[config.mk]
export PLATFORM = sky130hd
export DESIGN_NAME = mcrt_top
export DESIGN_NICKNAME = d
export VERILOG_FILES = /design/src/hw/mcrt_pkg.sv /design/src/hw/mcrt_pause_timer.sv /design/src/hw/mcrt_top.sv
export SDC_FILE = /design/constraint.sdc
export NUM_CORES = 1
export LEC_CHECK = 0
export CORE_ASPECT_RATIO = 1.5
export CORE_MARGIN = 5
export CORE_UTILIZATION = 65
export CTS_CLUSTER_SIZE = 25
export DETAILED_ROUTE_END_ITERATION = 10
export DONT_BUFFER_PORTS = 1
export HOLD_SLACK_MARGIN = 0.08
export PLACE_DENSITY = 0.9
export SLEW_MARGIN = 10
export SYNTH_ARGS = -nofsm -noshare
export SYNTH_HDL_FRONTEND = slang
export SYNTH_SLANG_ARGS = --single-unit
[constraint.sdc]
create_clock -name clk_i -period 9.28 [get_ports clk_i]
set_input_delay 1.392 -clock clk_i [delete_from_list [all_inputs] [get_ports clk_i]]
set_output_delay 1.392 -clock clk_i [all_outputs]
set_load 0.01 [all_outputs]
[src/hw/mcrt_pkg.sv]
package mcrt_pkg;

    // Register byte offsets, each base register followed by its set, clear and invert aliases
    localparam logic [5:0] MCRT_CLRT_OFS = 6'h00;
    localparam logic [5:0] MCRT_TEST_OFS = 6'h10;
    localparam logic [5:0] MCRT_STAT_OFS = 6'h20;
    localparam logic [1:0] MCRT_ALIAS_PLAIN = 2'h0;
    localparam logic [1:0] MCRT_ALIAS_SET = 2'h1;
    localparam logic [1:0] MCRT_ALIAS_CLR = 2'h2;
    localparam logic [1:0] MCRT_ALIAS_INV = 2'h3;

    // Field positions
    localparam int MCRT_RETRY_ATTEMPT_LIMIT_LSB = 0;
    localparam int MCRT_CWIN_LSB = 8;
    localparam int MCRT_SHRTQ_BIT = 0;
    localparam int MCRT_TPAUSE_BIT = 1;
    localparam int MCRT_TBP_BIT = 2;

    // Reset values
    localparam logic [5:0] MCRT_CWIN_RST = 6'h37;
    localparam logic [3:0] MCRT_RETRY_ATTEMPT_LIMIT_RST = 4'hF;
    localparam logic [2:0] MCRT_TEST_RST = 3'h0;

    // Pause quantum lengths in byte times
    localparam logic [6:0] MCRT_QUANTUM_NORMAL = 7'h40;
    localparam logic [6:0] MCRT_QUANTUM_SHORT = 7'h01;

    // Transmit sequencer states
    typedef enum logic [2:0] {
        MCRT_IDLE,
        MCRT_SEND,
        MCRT_BACKOFF,
        MCRT_DONE_OK,
        MCRT_DONE_ABORT,
        MCRT_DONE_LATE
    } mcrt_state_t;

    // Result of one packet, registered toward the MAC
    typedef struct packed {
        logic done;
        logic excess_col;
        logic late_col;
        logic [3:0] attempts;
    } mcrt_result_t;

endpackage

[src/hw/mcrt_pause_timer.sv]
`timescale 1ns/1ps
module mcrt_pause_timer
    import mcrt_pkg::*;
#(
    parameter int QW = 16
) (
    // Clock and reset
    input wire logic clk_i,
    input wire logic rst_i,
    // Control
    input wire logic load_i,
    input wire logic [QW-1:0] quanta_i,
    input wire logic short_q_i,
    input wire logic byte_tick_i,
    // Status
    output logic active_o
);
    // Elaboration check on the quanta counter width
    if (QW < 1 || QW > 24) begin : g_bad_qw
        $error("mcrt_pause_timer: QW out of range");
    end

    logic [QW-1:0] quanta_r, quanta_nxt;
    logic [6:0] bytes_r, bytes_nxt;
    logic [6:0] qlen;

    // Next value of quantum and byte-time counters
    always_comb begin
        qlen = short_q_i ? MCRT_QUANTUM_SHORT : MCRT_QUANTUM_NORMAL;
        quanta_nxt = quanta_r;
        bytes_nxt = bytes_r;
        if (load_i) begin
            quanta_nxt = quanta_i;
            bytes_nxt = 7'h00;
        end else if (byte_tick_i && quanta_r != '0) begin
            if (bytes_r + 7'h01 >= qlen) begin
                bytes_nxt = 7'h00;
                quanta_nxt = quanta_r - 1'b1;
            end else begin
                bytes_nxt = bytes_r + 7'h01;
            end
        end
    end

    // Counter registers
    always_ff @(posedge clk_i) begin
        if (rst_i) begin
            quanta_r <= '0;
            bytes_r <= 7'h00;
            active_o <= 1'b0;
        end else begin
            quanta_r <= quanta_nxt;
            bytes_r <= bytes_nxt;
            active_o <= (quanta_nxt != '0);
        end
    end
endmodule

[src/hw/mcrt_top.sv]
// Local design decisions: the register addresses and the Wishbone register port.
`timescale 1ns/1ps
module mcrt_top
    import mcrt_pkg::*;
#(
    parameter int QW = 16
) (
    // Clock and reset
    input wire logic clk_i,
    input wire logic rst_i,
    // Wishbone slave
    input wire logic wb_cyc_i,
    input wire logic wb_stb_i,
    input wire logic wb_we_i,
    input wire logic [5:0] wb_adr_i,
    input wire logic [3:0] wb_sel_i,
    input wire logic [31:0] wb_dat_i,
    output logic [31:0] wb_dat_o,
    output logic wb_ack_o,
    // Transmit path from the MAC
    input wire logic tx_req_i,
    input wire logic byte_tick_i,
    input wire logic tx_end_i,
    input wire logic collision_i,
    input wire logic backoff_done_i,
    input wire logic pause_load_i,
    input wire logic [QW-1:0] pause_quanta_i,
    // Toward the medium and MAC
    output logic tx_active_o,
    output logic preamble_o,
    output logic tx_hold_o,
    output logic backoff_start_o,
    output mcrt_result_t result_o
);
    // Elaboration check on the pause counter width
    if (QW < 1 || QW > 24) begin : g_bad_qw
        $error("mcrt_top: QW out of range");
    end

    logic [5:0] cwin_r, cwin_nxt;
    logic [3:0] retry_attempt_limit_r, retry_attempt_limit_nxt;
    logic [2:0] test_r, test_nxt;
    logic [31:0] dat_nxt;
    logic ack_nxt;
    logic [31:0] clrt_val, test_val, stat_val, cur_val, wr_val;
    logic wide_ok, acc;

    mcrt_state_t state_r, state_nxt;
    logic [5:0] bytes_r, bytes_nxt;
    logic [3:0] att_r, att_nxt;
    logic hold_nxt, pre_nxt, act_nxt, bo_nxt;
    mcrt_result_t res_nxt;
    logic pause_active;
    logic tx_hold_int;

    assign clrt_val = {18'h0, cwin_r, 4'h0, retry_attempt_limit_r};
    assign test_val = {29'h0, test_r};
    assign stat_val = {24'h0, 1'b0, state_r, att_r};

    assign wide_ok = (wb_sel_i == 4'hF) || (wb_sel_i == 4'h3) || (wb_sel_i == 4'hC);
    assign acc = wb_cyc_i && wb_stb_i && !wb_ack_o;

    // Register file next state and bus answer
    always_comb begin
        cwin_nxt = cwin_r;
        retry_attempt_limit_nxt = retry_attempt_limit_r;
        test_nxt = test_r;
        ack_nxt = 1'b0;
        dat_nxt = wb_dat_o;
        cur_val = 32'h0;
        wr_val = 32'h0;
        case (wb_adr_i[5:4])
            MCRT_CLRT_OFS[5:4]: cur_val = clrt_val;
            MCRT_TEST_OFS[5:4]: cur_val = test_val;
            MCRT_STAT_OFS[5:4]: cur_val = stat_val;
            default: cur_val = 32'h0;
        endcase
        for (int i = 0; i < 4; i++) begin
            wr_val[i*8 +: 8] = wb_sel_i[i] ? wb_dat_i[i*8 +: 8] : 8'h00;
        end
        case (wb_adr_i[3:2])
            MCRT_ALIAS_SET: wr_val = cur_val | wr_val;
            MCRT_ALIAS_CLR: wr_val = cur_val & ~wr_val;
            MCRT_ALIAS_INV: wr_val = cur_val ^ wr_val;
            default: begin
                for (int i = 0; i < 4; i++) begin
                    if (!wb_sel_i[i]) begin
                        wr_val[i*8 +: 8] = cur_val[i*8 +: 8];
                    end
                end
            end
        endcase
        if (acc) begin
            ack_nxt = 1'b1;
            dat_nxt = 32'h0;
            if (!wb_we_i) begin
                dat_nxt = wide_ok ? cur_val : 32'h0;
            end else if (wide_ok) begin
                if (wb_adr_i[5:4] == MCRT_CLRT_OFS[5:4]) begin
                    cwin_nxt = wr_val[MCRT_CWIN_LSB +: 6];
                    retry_attempt_limit_nxt = wr_val[MCRT_RETRY_ATTEMPT_LIMIT_LSB +: 4];
                end else if (wb_adr_i[5:4] == MCRT_TEST_OFS[5:4]) begin
                    test_nxt = wr_val[2:0];
                end
            end
        end
    end

    // Register file state
    always_ff @(posedge clk_i) begin
        if (rst_i) begin
            cwin_r <= MCRT_CWIN_RST;
            retry_attempt_limit_r <= MCRT_RETRY_ATTEMPT_LIMIT_RST;
            test_r <= MCRT_TEST_RST;
            wb_ack_o <= 1'b0;
            wb_dat_o <= 32'h0;
        end else begin
            cwin_r <= cwin_nxt;
            retry_attempt_limit_r <= retry_attempt_limit_nxt;
            test_r <= test_nxt;
            wb_ack_o <= ack_nxt;
            wb_dat_o <= dat_nxt;
        end
    end

    mcrt_pause_timer #(
        .QW(QW)
    ) u_pause (
        .clk_i(clk_i),
        .rst_i(rst_i),
        .load_i(pause_load_i),
        .quanta_i(pause_quanta_i),
        .short_q_i(test_r[MCRT_SHRTQ_BIT]),
        .byte_tick_i(byte_tick_i),
        .active_o(pause_active)
    );

    // test bit acts as received pause
    assign tx_hold_int = pause_active || test_r[MCRT_TPAUSE_BIT];

    // Transmit sequencer next state
    always_comb begin
        state_nxt = state_r;
        bytes_nxt = bytes_r;
        att_nxt = att_r;
        bo_nxt = 1'b0;
        res_nxt = '0;
        case (state_r)
            MCRT_IDLE: begin
                if (tx_req_i && !tx_hold_int) begin
                    state_nxt = MCRT_SEND;
                    bytes_nxt = 6'h00;
                    att_nxt = 4'h0;
                end
            end
            MCRT_SEND: begin
                // count from the first preamble byte
                if (byte_tick_i && bytes_r != 6'h3F) begin
                    bytes_nxt = bytes_r + 6'h01;
                end
                if (collision_i) begin
                    if (bytes_r >= cwin_r) begin
                        state_nxt = MCRT_DONE_LATE;
                    end else if (att_r >= retry_attempt_limit_r) begin
                        state_nxt = MCRT_DONE_ABORT;
                    end else begin
                        state_nxt = MCRT_BACKOFF;
                        att_nxt = att_r + 4'h1;
                        bo_nxt = 1'b1;
                    end
                end else if (tx_end_i) begin
                    state_nxt = MCRT_DONE_OK;
                end
            end
            MCRT_BACKOFF: begin
                if (backoff_done_i && !tx_hold_int) begin
                    state_nxt = MCRT_SEND;
                    bytes_nxt = 6'h00;
                end
            end
            MCRT_DONE_OK, MCRT_DONE_ABORT, MCRT_DONE_LATE: begin
                res_nxt.done = 1'b1;
                res_nxt.excess_col = (state_r == MCRT_DONE_ABORT);
                res_nxt.late_col = (state_r == MCRT_DONE_LATE);
                res_nxt.attempts = att_r;
                state_nxt = MCRT_IDLE;
            end
            default: state_nxt = MCRT_IDLE;
        endcase
        act_nxt = (state_nxt == MCRT_SEND);
        // backpressure raises carrier, packets still go out
        pre_nxt = test_r[MCRT_TBP_BIT] && !act_nxt;
        hold_nxt = tx_hold_int;
    end

    // Transmit sequencer state
    always_ff @(posedge clk_i) begin
        if (rst_i) begin
            state_r <= MCRT_IDLE;
            bytes_r <= 6'h00;
            att_r <= 4'h0;
            tx_active_o <= 1'b0;
            preamble_o <= 1'b0;
            tx_hold_o <= 1'b0;
            backoff_start_o <= 1'b0;
            result_o <= '0;
        end else begin
            state_r <= state_nxt;
            bytes_r <= bytes_nxt;
            att_r <= att_nxt;
            tx_active_o <= act_nxt;
            preamble_o <= pre_nxt;
            tx_hold_o <= hold_nxt;
            backoff_start_o <= bo_nxt;
            result_o <= res_nxt;
        end
    end
endmodule

==> reports/results.tsv, run 1 <==
metric	value	unit
status	completed	
Rel. slew slack	0.5416	
CP bufs+invs	0	
share of cells above drive strength 1	0.09420	
worst-skew pair later-pin latency	350	ps
Die Wd	79.73	um
die height	114.6	um
Crit Path Max Fanout	14	
FFs w/ async S/R, synth	0	
Synthesis Warnings	0	
clk buf depth	2	
Critical R2R Capture	u_pause.active_o	
Tot Pwr	698.6	uW
Sequential Power Share	0.488	
Hold Path Class	reg -> reg	
Mean Syn Cell Area	8.466	um2
number of global-route vias before repair	3870	
Hold Buf Count CTS	0	
Setup TNS	0	ps
switching power total	182.9	uW
sequential element share of the synthesized area	0.3167	
CTS Buf Count	9	
power per cell area	142.1	nW/um2
area share of xor/xnor cells in the synthesized design	0.04064	
largest family of logic cells by synthesized area	simple AND/OR/NAND/NOR gates	
Area Overhead vs Synth	3.721	%
core box area	7179	um2
period utilization	0.3848	
WS Path Type	reg -> reg	
I/O pins	113	
Overflow after GRT	0	
CTS H-tree depth	3	
Synth Flop Type	dfxtp_1	
first-pass GRT wire length	17650	um
CP cell instances	ha_1, nand3_1, nor2_1, xor2_1, ha_1, o21ai_0, a21oi_1, a21oi_4, nor3_2, xor2_1, a2111o_1, a2111oi_2, a31oi_1	
Worst Path Arrival	3790	ps
Synth Register Bits	75	
CTS clock-pin slew for the worst setup and hold paths	80	ps
Worst setup EP type	flip-flop	
unrepaired setup endpoints after global routing	false	
number of gates resized after CTS	0	
drt via density	5.882	
most frequent cells in the layout	75 x dfxtp_1, 74 x nor2_1, 48 x nand2_1, 37 x inv_1, 37 x ha_1	
total track usage	0.2445	
commonest non-fill, non-tap cell in the layout	dfxtp_1	
Slew Viols, Final	0	
synthesized area	4741	um2
worst slew pin tran	685.6	ps
Critical Path End	u_pause.active_o	
DP HPWL	7925	um
antenna violations before repair	2	
max cap viols	0	
CTS Sinks	75	
critical path launch point type	flip-flop	
Tmin final	3571	ps
crit path max-delay cell type	a21oi_4	
DRC	0	
Pint	515.7	uW
WL/cell	16.04	um
Routed Antenna Nets	0	
fin nets	653	
Static Leak	0.002154	uW
Sw Ratio	0.2619	
FF-to-FF Start	u_pause.bytes_r[0]	
Mapped Cells	560	
Req. time, crit path	9500	ps
hold path start	u_pause.active_o	
Setup crit start	u_pause.bytes_r[0]	
GPL Wtd Cong	0.9212	
Final setup viols	0	
mux contribution to synthesized area	0.07179	
site row count	38	
Distinct cells, synth	66	
via count	3847	
Max IR drop VDD	132.8	uV
Initial Util	0.6603	
IO Port Bufs	0	
combinational share of power	0.131	
Worst Reg-to-Reg Cells	13	
R2R Setup Slk	5710	ps
largest net degree at the start of global routing	60	
Synth Area in Simple Gates	0.2315	
Synth Area in Adders	0.09765	
CP Depth	13	
overall routed net length	10490	um
core utilization of the finished layout	0.6849	
clock power share	0.381	
slowest stage delay, CP	430	ps
compound-gate portion of the synthesized area	0.1605	
CTS tree	done	
kind of cell adding the most delay to the critical path	compound AO/OA/AOI/OAI gates	
Starting DRT DRC Count	130	
First-pass DRT Iterations	4	
Worst Skew	9.438	ps
Fin. Hold Viols	0	
number of synthesized flops with an enable pin	0	
root buffer cell	clkbuf_8	
postcts setup bufs	0	
f_max	0.2800	GHz
die area	9137	um2
==> power groups by stage <==
stage / sequential [uW] / combinational, uW / clock (uW)
6_report: 341 / 91.9 / 266
5_1_grt: 342 / 103 / 287
4_1_cts: 340 / 91.3 / 273
3_5_place_dp: 348 / 90.4 / 0
3_3_place_gp: 347 / 85.5 / 0
2_1_floorplan: 345 / 89.8 / 0
==> per-layer routing <==
layer	global-route usage	up-vias	share of wire
met4	0.09921	0	0.021
met3	0.06929	18	0.073
met1	0.2525	1817	0.37
met2	0.4545	121	0.54
li1	-	1891	-
met5	0	-	0
==> synthesized netlist by cell type (all sizes together), types with 3 or more instances <==
library cell / instances / area [um2]
a22oi: 14 / 105.1
nand3: 9 / 45.04
nor2b: 11 / 68.82
ha: 37 / 462.9
nand2b: 8 / 50.05
o21ai: 25 / 128.9
and2: 6 / 37.54
nand4: 4 / 40.04
a21o: 7 / 52.55
nor4b: 3 / 38.79
clkbuf: 20 / 75.07
a211o: 9 / 78.83
and3: 6 / 37.54
xnor2: 9 / 78.83
nor3: 11 / 65.06
mux2: 13 / 150.1
inv: 37 / 138.9
mux4: 4 / 90.09
nor4: 7 / 88.83
xor2: 13 / 113.9
dfxtp: 75 / 1501
a31oi: 7 / 43.79
buf: 23 / 167.7
a21oi: 21 / 123.9
nand2: 50 / 197.7
nor2: 74 / 277.8
mux2i: 10 / 100.1
or3: 6 / 37.54
and4: 3 / 26.28
or2: 3 / 18.77
a211oi: 9 / 67.56
==> per-stage QoR <==
stage | cell area (um2) | hold slack (ps) | std cells | setup WS [ps]
finish | 4917 | 488.7 | 654 | 5709
global route | 4917 | 519.8 | 654 | 5383
CTS | 4912 | 494.4 | 652 | 5708
detailed placement | 4698 | 483.1 | 636 | 5750
global placement | 4698 | 471.5 | 636 | 5886
floorplan | 4808 | 422.6 | 578 | 5979
==> cell type report <==
cell class                      instances  area [um2]
Multi-Input combinational cell        423        2925
Fill cell                             557        2262
Sequential cell                        75        1501
Clock buffer                           13       168.9
Inverter                               37       138.9
Tap cell                              100       125.1
Clock inverter                          3       45.04
Timing Repair Buffer                    1       7.507
Antenna cell                            2       5.005
==> worst min-delay path, stage by stage (launching register included) <==
cell,delay (ps)
dfxtp_1,310
nor2_1,70
nor2_1,80
==> cell families (layout without fill, tap and decap cells) <==
kind of cell | count (synthesis) | after routing
simple gates | 209 | 209
compound gates | 109 | 109
buf+inv | 80 | 54
flops | 75 | 75
fa+ha+maj | 37 | 37
mux | 27 | 27
xor+xnor | 22 | 22
other cells | 1 | 21
==> worst min-delay path by stage <==
stage,cells past startpoint,end
finish,2,tx_hold_o
global route,1,retry_attempt_limit_r[2]
CTS,2,tx_hold_o
detailed placement,1,retry_attempt_limit_r[2]
global placement,1,retry_attempt_limit_r[3]
floorplan,2,preamble_o
==> sequential cells by signal, summed over array words and instances, names as in the netlist <==
signal,cells
cwin_r,6
att_r,4
wb_ack_o,1
u_pause.bytes_r,7
u_pause.active_o,1
retry_attempt_limit_r,4
result_o,7
bytes_r,6
preamble_o,1
backoff_start_o,1
state_r,3
u_pause.quanta_r,16
tx_active_o,1
tx_hold_o,1
test_r,3
wb_dat_o,13
Note: power is estimated with default switching activity, not from simulation.
==> run 2: changes to the inputs <==
- CORE_UTILIZATION: 65 -> 64
- PLACE_DENSITY: 0.9 -> 0.89
- clock period: 9.28 -> 3.7 ns (I/O delays scaled with it)
==> run 2 against run 1 <==
Against the previous run:
- sequential cell count unchanged
- critical endpoint unchanged
- setup slack got worse by 5500 ps
- via count increased by 3.6%
- clock power increased by 150%
- final cell count increased by 0.46%
- worst hold slack got worse by 210 ps
- power increased by 150%
- highest routed layer unchanged
- cell area increased by 0.53%
- utilization decreased by 0.087 points
- clock skew increased by 2.9 ps
==> reports/results.tsv, run 2 (same netlist as run 1, synthesis figures left out) <==
metric	value	unit	change
status	completed		unchanged
most frequent cells in the layout	75 x dfxtp_1, 74 x nor2_1, 48 x nand2_1, 37 x inv_1, 37 x ha_1		unchanged
sink of the worst hold path	wb_dat_o[9]		was tx_hold_o
WS Path Type	reg -> reg		unchanged
Tmin final	3455	ps	was 3571 ps
share of cells above drive strength 1	0.1041		was 0.09420
IO Port Bufs	0		unchanged
core utilization of the finished layout	0.6840		was 0.6849
FF-to-FF Start	u_pause.bytes_r[0]		unchanged
root buffer cell	clkbuf_8		unchanged
CTS Sinks	75		unchanged
Die Wd	80.28	um	was 79.73 um
Fin. Hold Viols	0		unchanged
commonest non-fill, non-tap cell in the layout	dfxtp_1		unchanged
Hold Buf Count CTS	0		unchanged
drt via density	6.067		was 5.882
Top reg by flops	u_pause.quanta_r		unchanged
unrepaired setup endpoints after global routing	false		unchanged
R2R Setup Slk	250	ps	was 5710 ps
critical path launch point type	flip-flop		unchanged
I/O pins	113		unchanged
hold path start	rst_i		was u_pause.active_o
total track usage	0.2409		was 0.2445
worst-skew pair later-pin latency	350	ps	about the same
Final Non-Filler Cells	657		was 654
core box area	7227	um2	was 7179 um2
DP HPWL	8369	um	was 7925 um
CTS Buf Count	9		unchanged
WHS Path Cells	1		was 2
worst slew pin tran	663.6	ps	was 685.6 ps
max reg flops	16		unchanged
Tot Pwr	1742	uW	was 698.6 uW
Area Overhead vs Synth	4.276	%	was 3.721%
Crit Path Max Fanout	11		was 14
max cap viols	0		unchanged
Rel. slew slack	0.5571		was 0.5416
period utilization	0.9337		was 0.3848
Starting DRT DRC Count	284		was 130
Initial Util	0.6560		was 0.6603
placed insts	637		was 636
power per cell area	352.3	nW/um2	was 142.1 nW/um2
Slew Viols, Final	0		unchanged
f_max	0.2895	GHz	was 0.2800 GHz
Worst Reg-to-Reg Cells	13		unchanged
antenna violations before repair	0		was 2
First-pass DRT Iterations	5		was 4
Critical R2R Capture	u_pause.active_o		unchanged
CTS clock-pin slew for the worst setup and hold paths	80	ps	about the same
Final setup viols	0		unchanged
overall routed net length	10980	um	was 10,490 um
largest net degree at the start of global routing	60		unchanged
WHS	276.5	ps	was 488.7 ps
CTS tree	done		unchanged
Static Leak	0.002180	uW	was 0.002154 uW
Worst Path Arrival	3670	ps	was 3790 ps
CTS H-tree depth	3		unchanged
fin nets	658		was 653
number of global-route vias before repair	3873		was 3,870
DRC	0		unchanged
die height	115.4	um	was 114.6 um
Worst Skew	12.34	ps	was 9.438 ps
Hold Path Class	in -> reg		was reg -> reg
first-pass GRT wire length	17640	um	was 17,650 um
die area	9265	um2	was 9137 um2
Max IR drop VDD	254.8	uV	was 132.8 uV
clk buf depth	2		unchanged
Worst setup EP type	flip-flop		unchanged
via count	3986		was 3,847
GPL Wtd Cong	0.9610		was 0.9212
Routed Antenna Nets	0		unchanged
WL/cell	16.72	um	was 16.04 um
Setup TNS	0	ps	unchanged
site row count	38		unchanged
Top Registers	u_pause.quanta_r: 16 flops, wb_dat_o: 13 flops		unchanged
Req. time, crit path	3920	ps	was 9500 ps
Overflow after GRT	0		unchanged
# diodes	0		was 2
run 2: timing repair:
item	in CTS	in global routing
endpoints found under the setup margin	0	1
resized for setup	0	2
buffers inserted	0	4
run 2: per-stage QoR:
step           setup WS, ps  instance area, um2
4_1_cts               78.29                4910
3_3_place_gp          346.0                4706
5_1_grt              0.9432                4943
6_report              245.3                4943
2_1_floorplan         734.3                4808
3_5_place_dp          117.6                4706
run 2: how the worst max path moves through the flow:
stage,to,cells past startpoint,start,slack [ps]
final,u_pause.active_o,13,u_pause.bytes_r[0],250
after global routing,u_pause.active_o,14,u_pause.bytes_r[0],0.9
after CTS,u_pause.active_o,13,u_pause.bytes_r[0],80
after detailed placement,u_pause.active_o,13,u_pause.bytes_r[0],120
after global placement,u_pause.active_o,13,u_pause.bytes_r[0],350
after floorplan,u_pause.active_o,13,u_pause.bytes_r[0],730
run 2: final cells by class:
type                       count  area [um2]
tap                          100       125.1
fill                         603        2283
sequential                    75        1501
inverter                      37       138.9
timing repair buffer           6       45.04
clock buffer                  12       155.1
clock inverter                 4       48.80
multi-input combinational    423        2929
run 2: metal layers:
| metal | wire length, um | vias to the layer above | global-route usage |
|---|---|---|---|
| met4 | 306 | 0 | 0.09808 |
| met3 | 776 | 33 | 0.07543 |
| met2 | 5889 | 149 | 0.4425 |
| met5 | 0 | - | 0 |
| met1 | 4010 | 1903 | 0.2500 |
| li1 | - | 1901 | - |
run 2: report_power, final:
group          internal (uW)  switching (uW)  total [uW]
clock network            348             305         653
logic                    101             134         235
registers                826            27.6         854
run 2: critical path: stages (launching register included):
cell and delay (ps):
dfxtp_1 430, ha_1 290, nand3_1 110, nor2_1 170, xor2_1 210, ha_1 270
o21ai_1 260, a21oi_2 90, a21oi_4 340, nor3_2 100, xor2_1 180, a2111o_1 380
a2111oi_2 320, a31oi_1 140
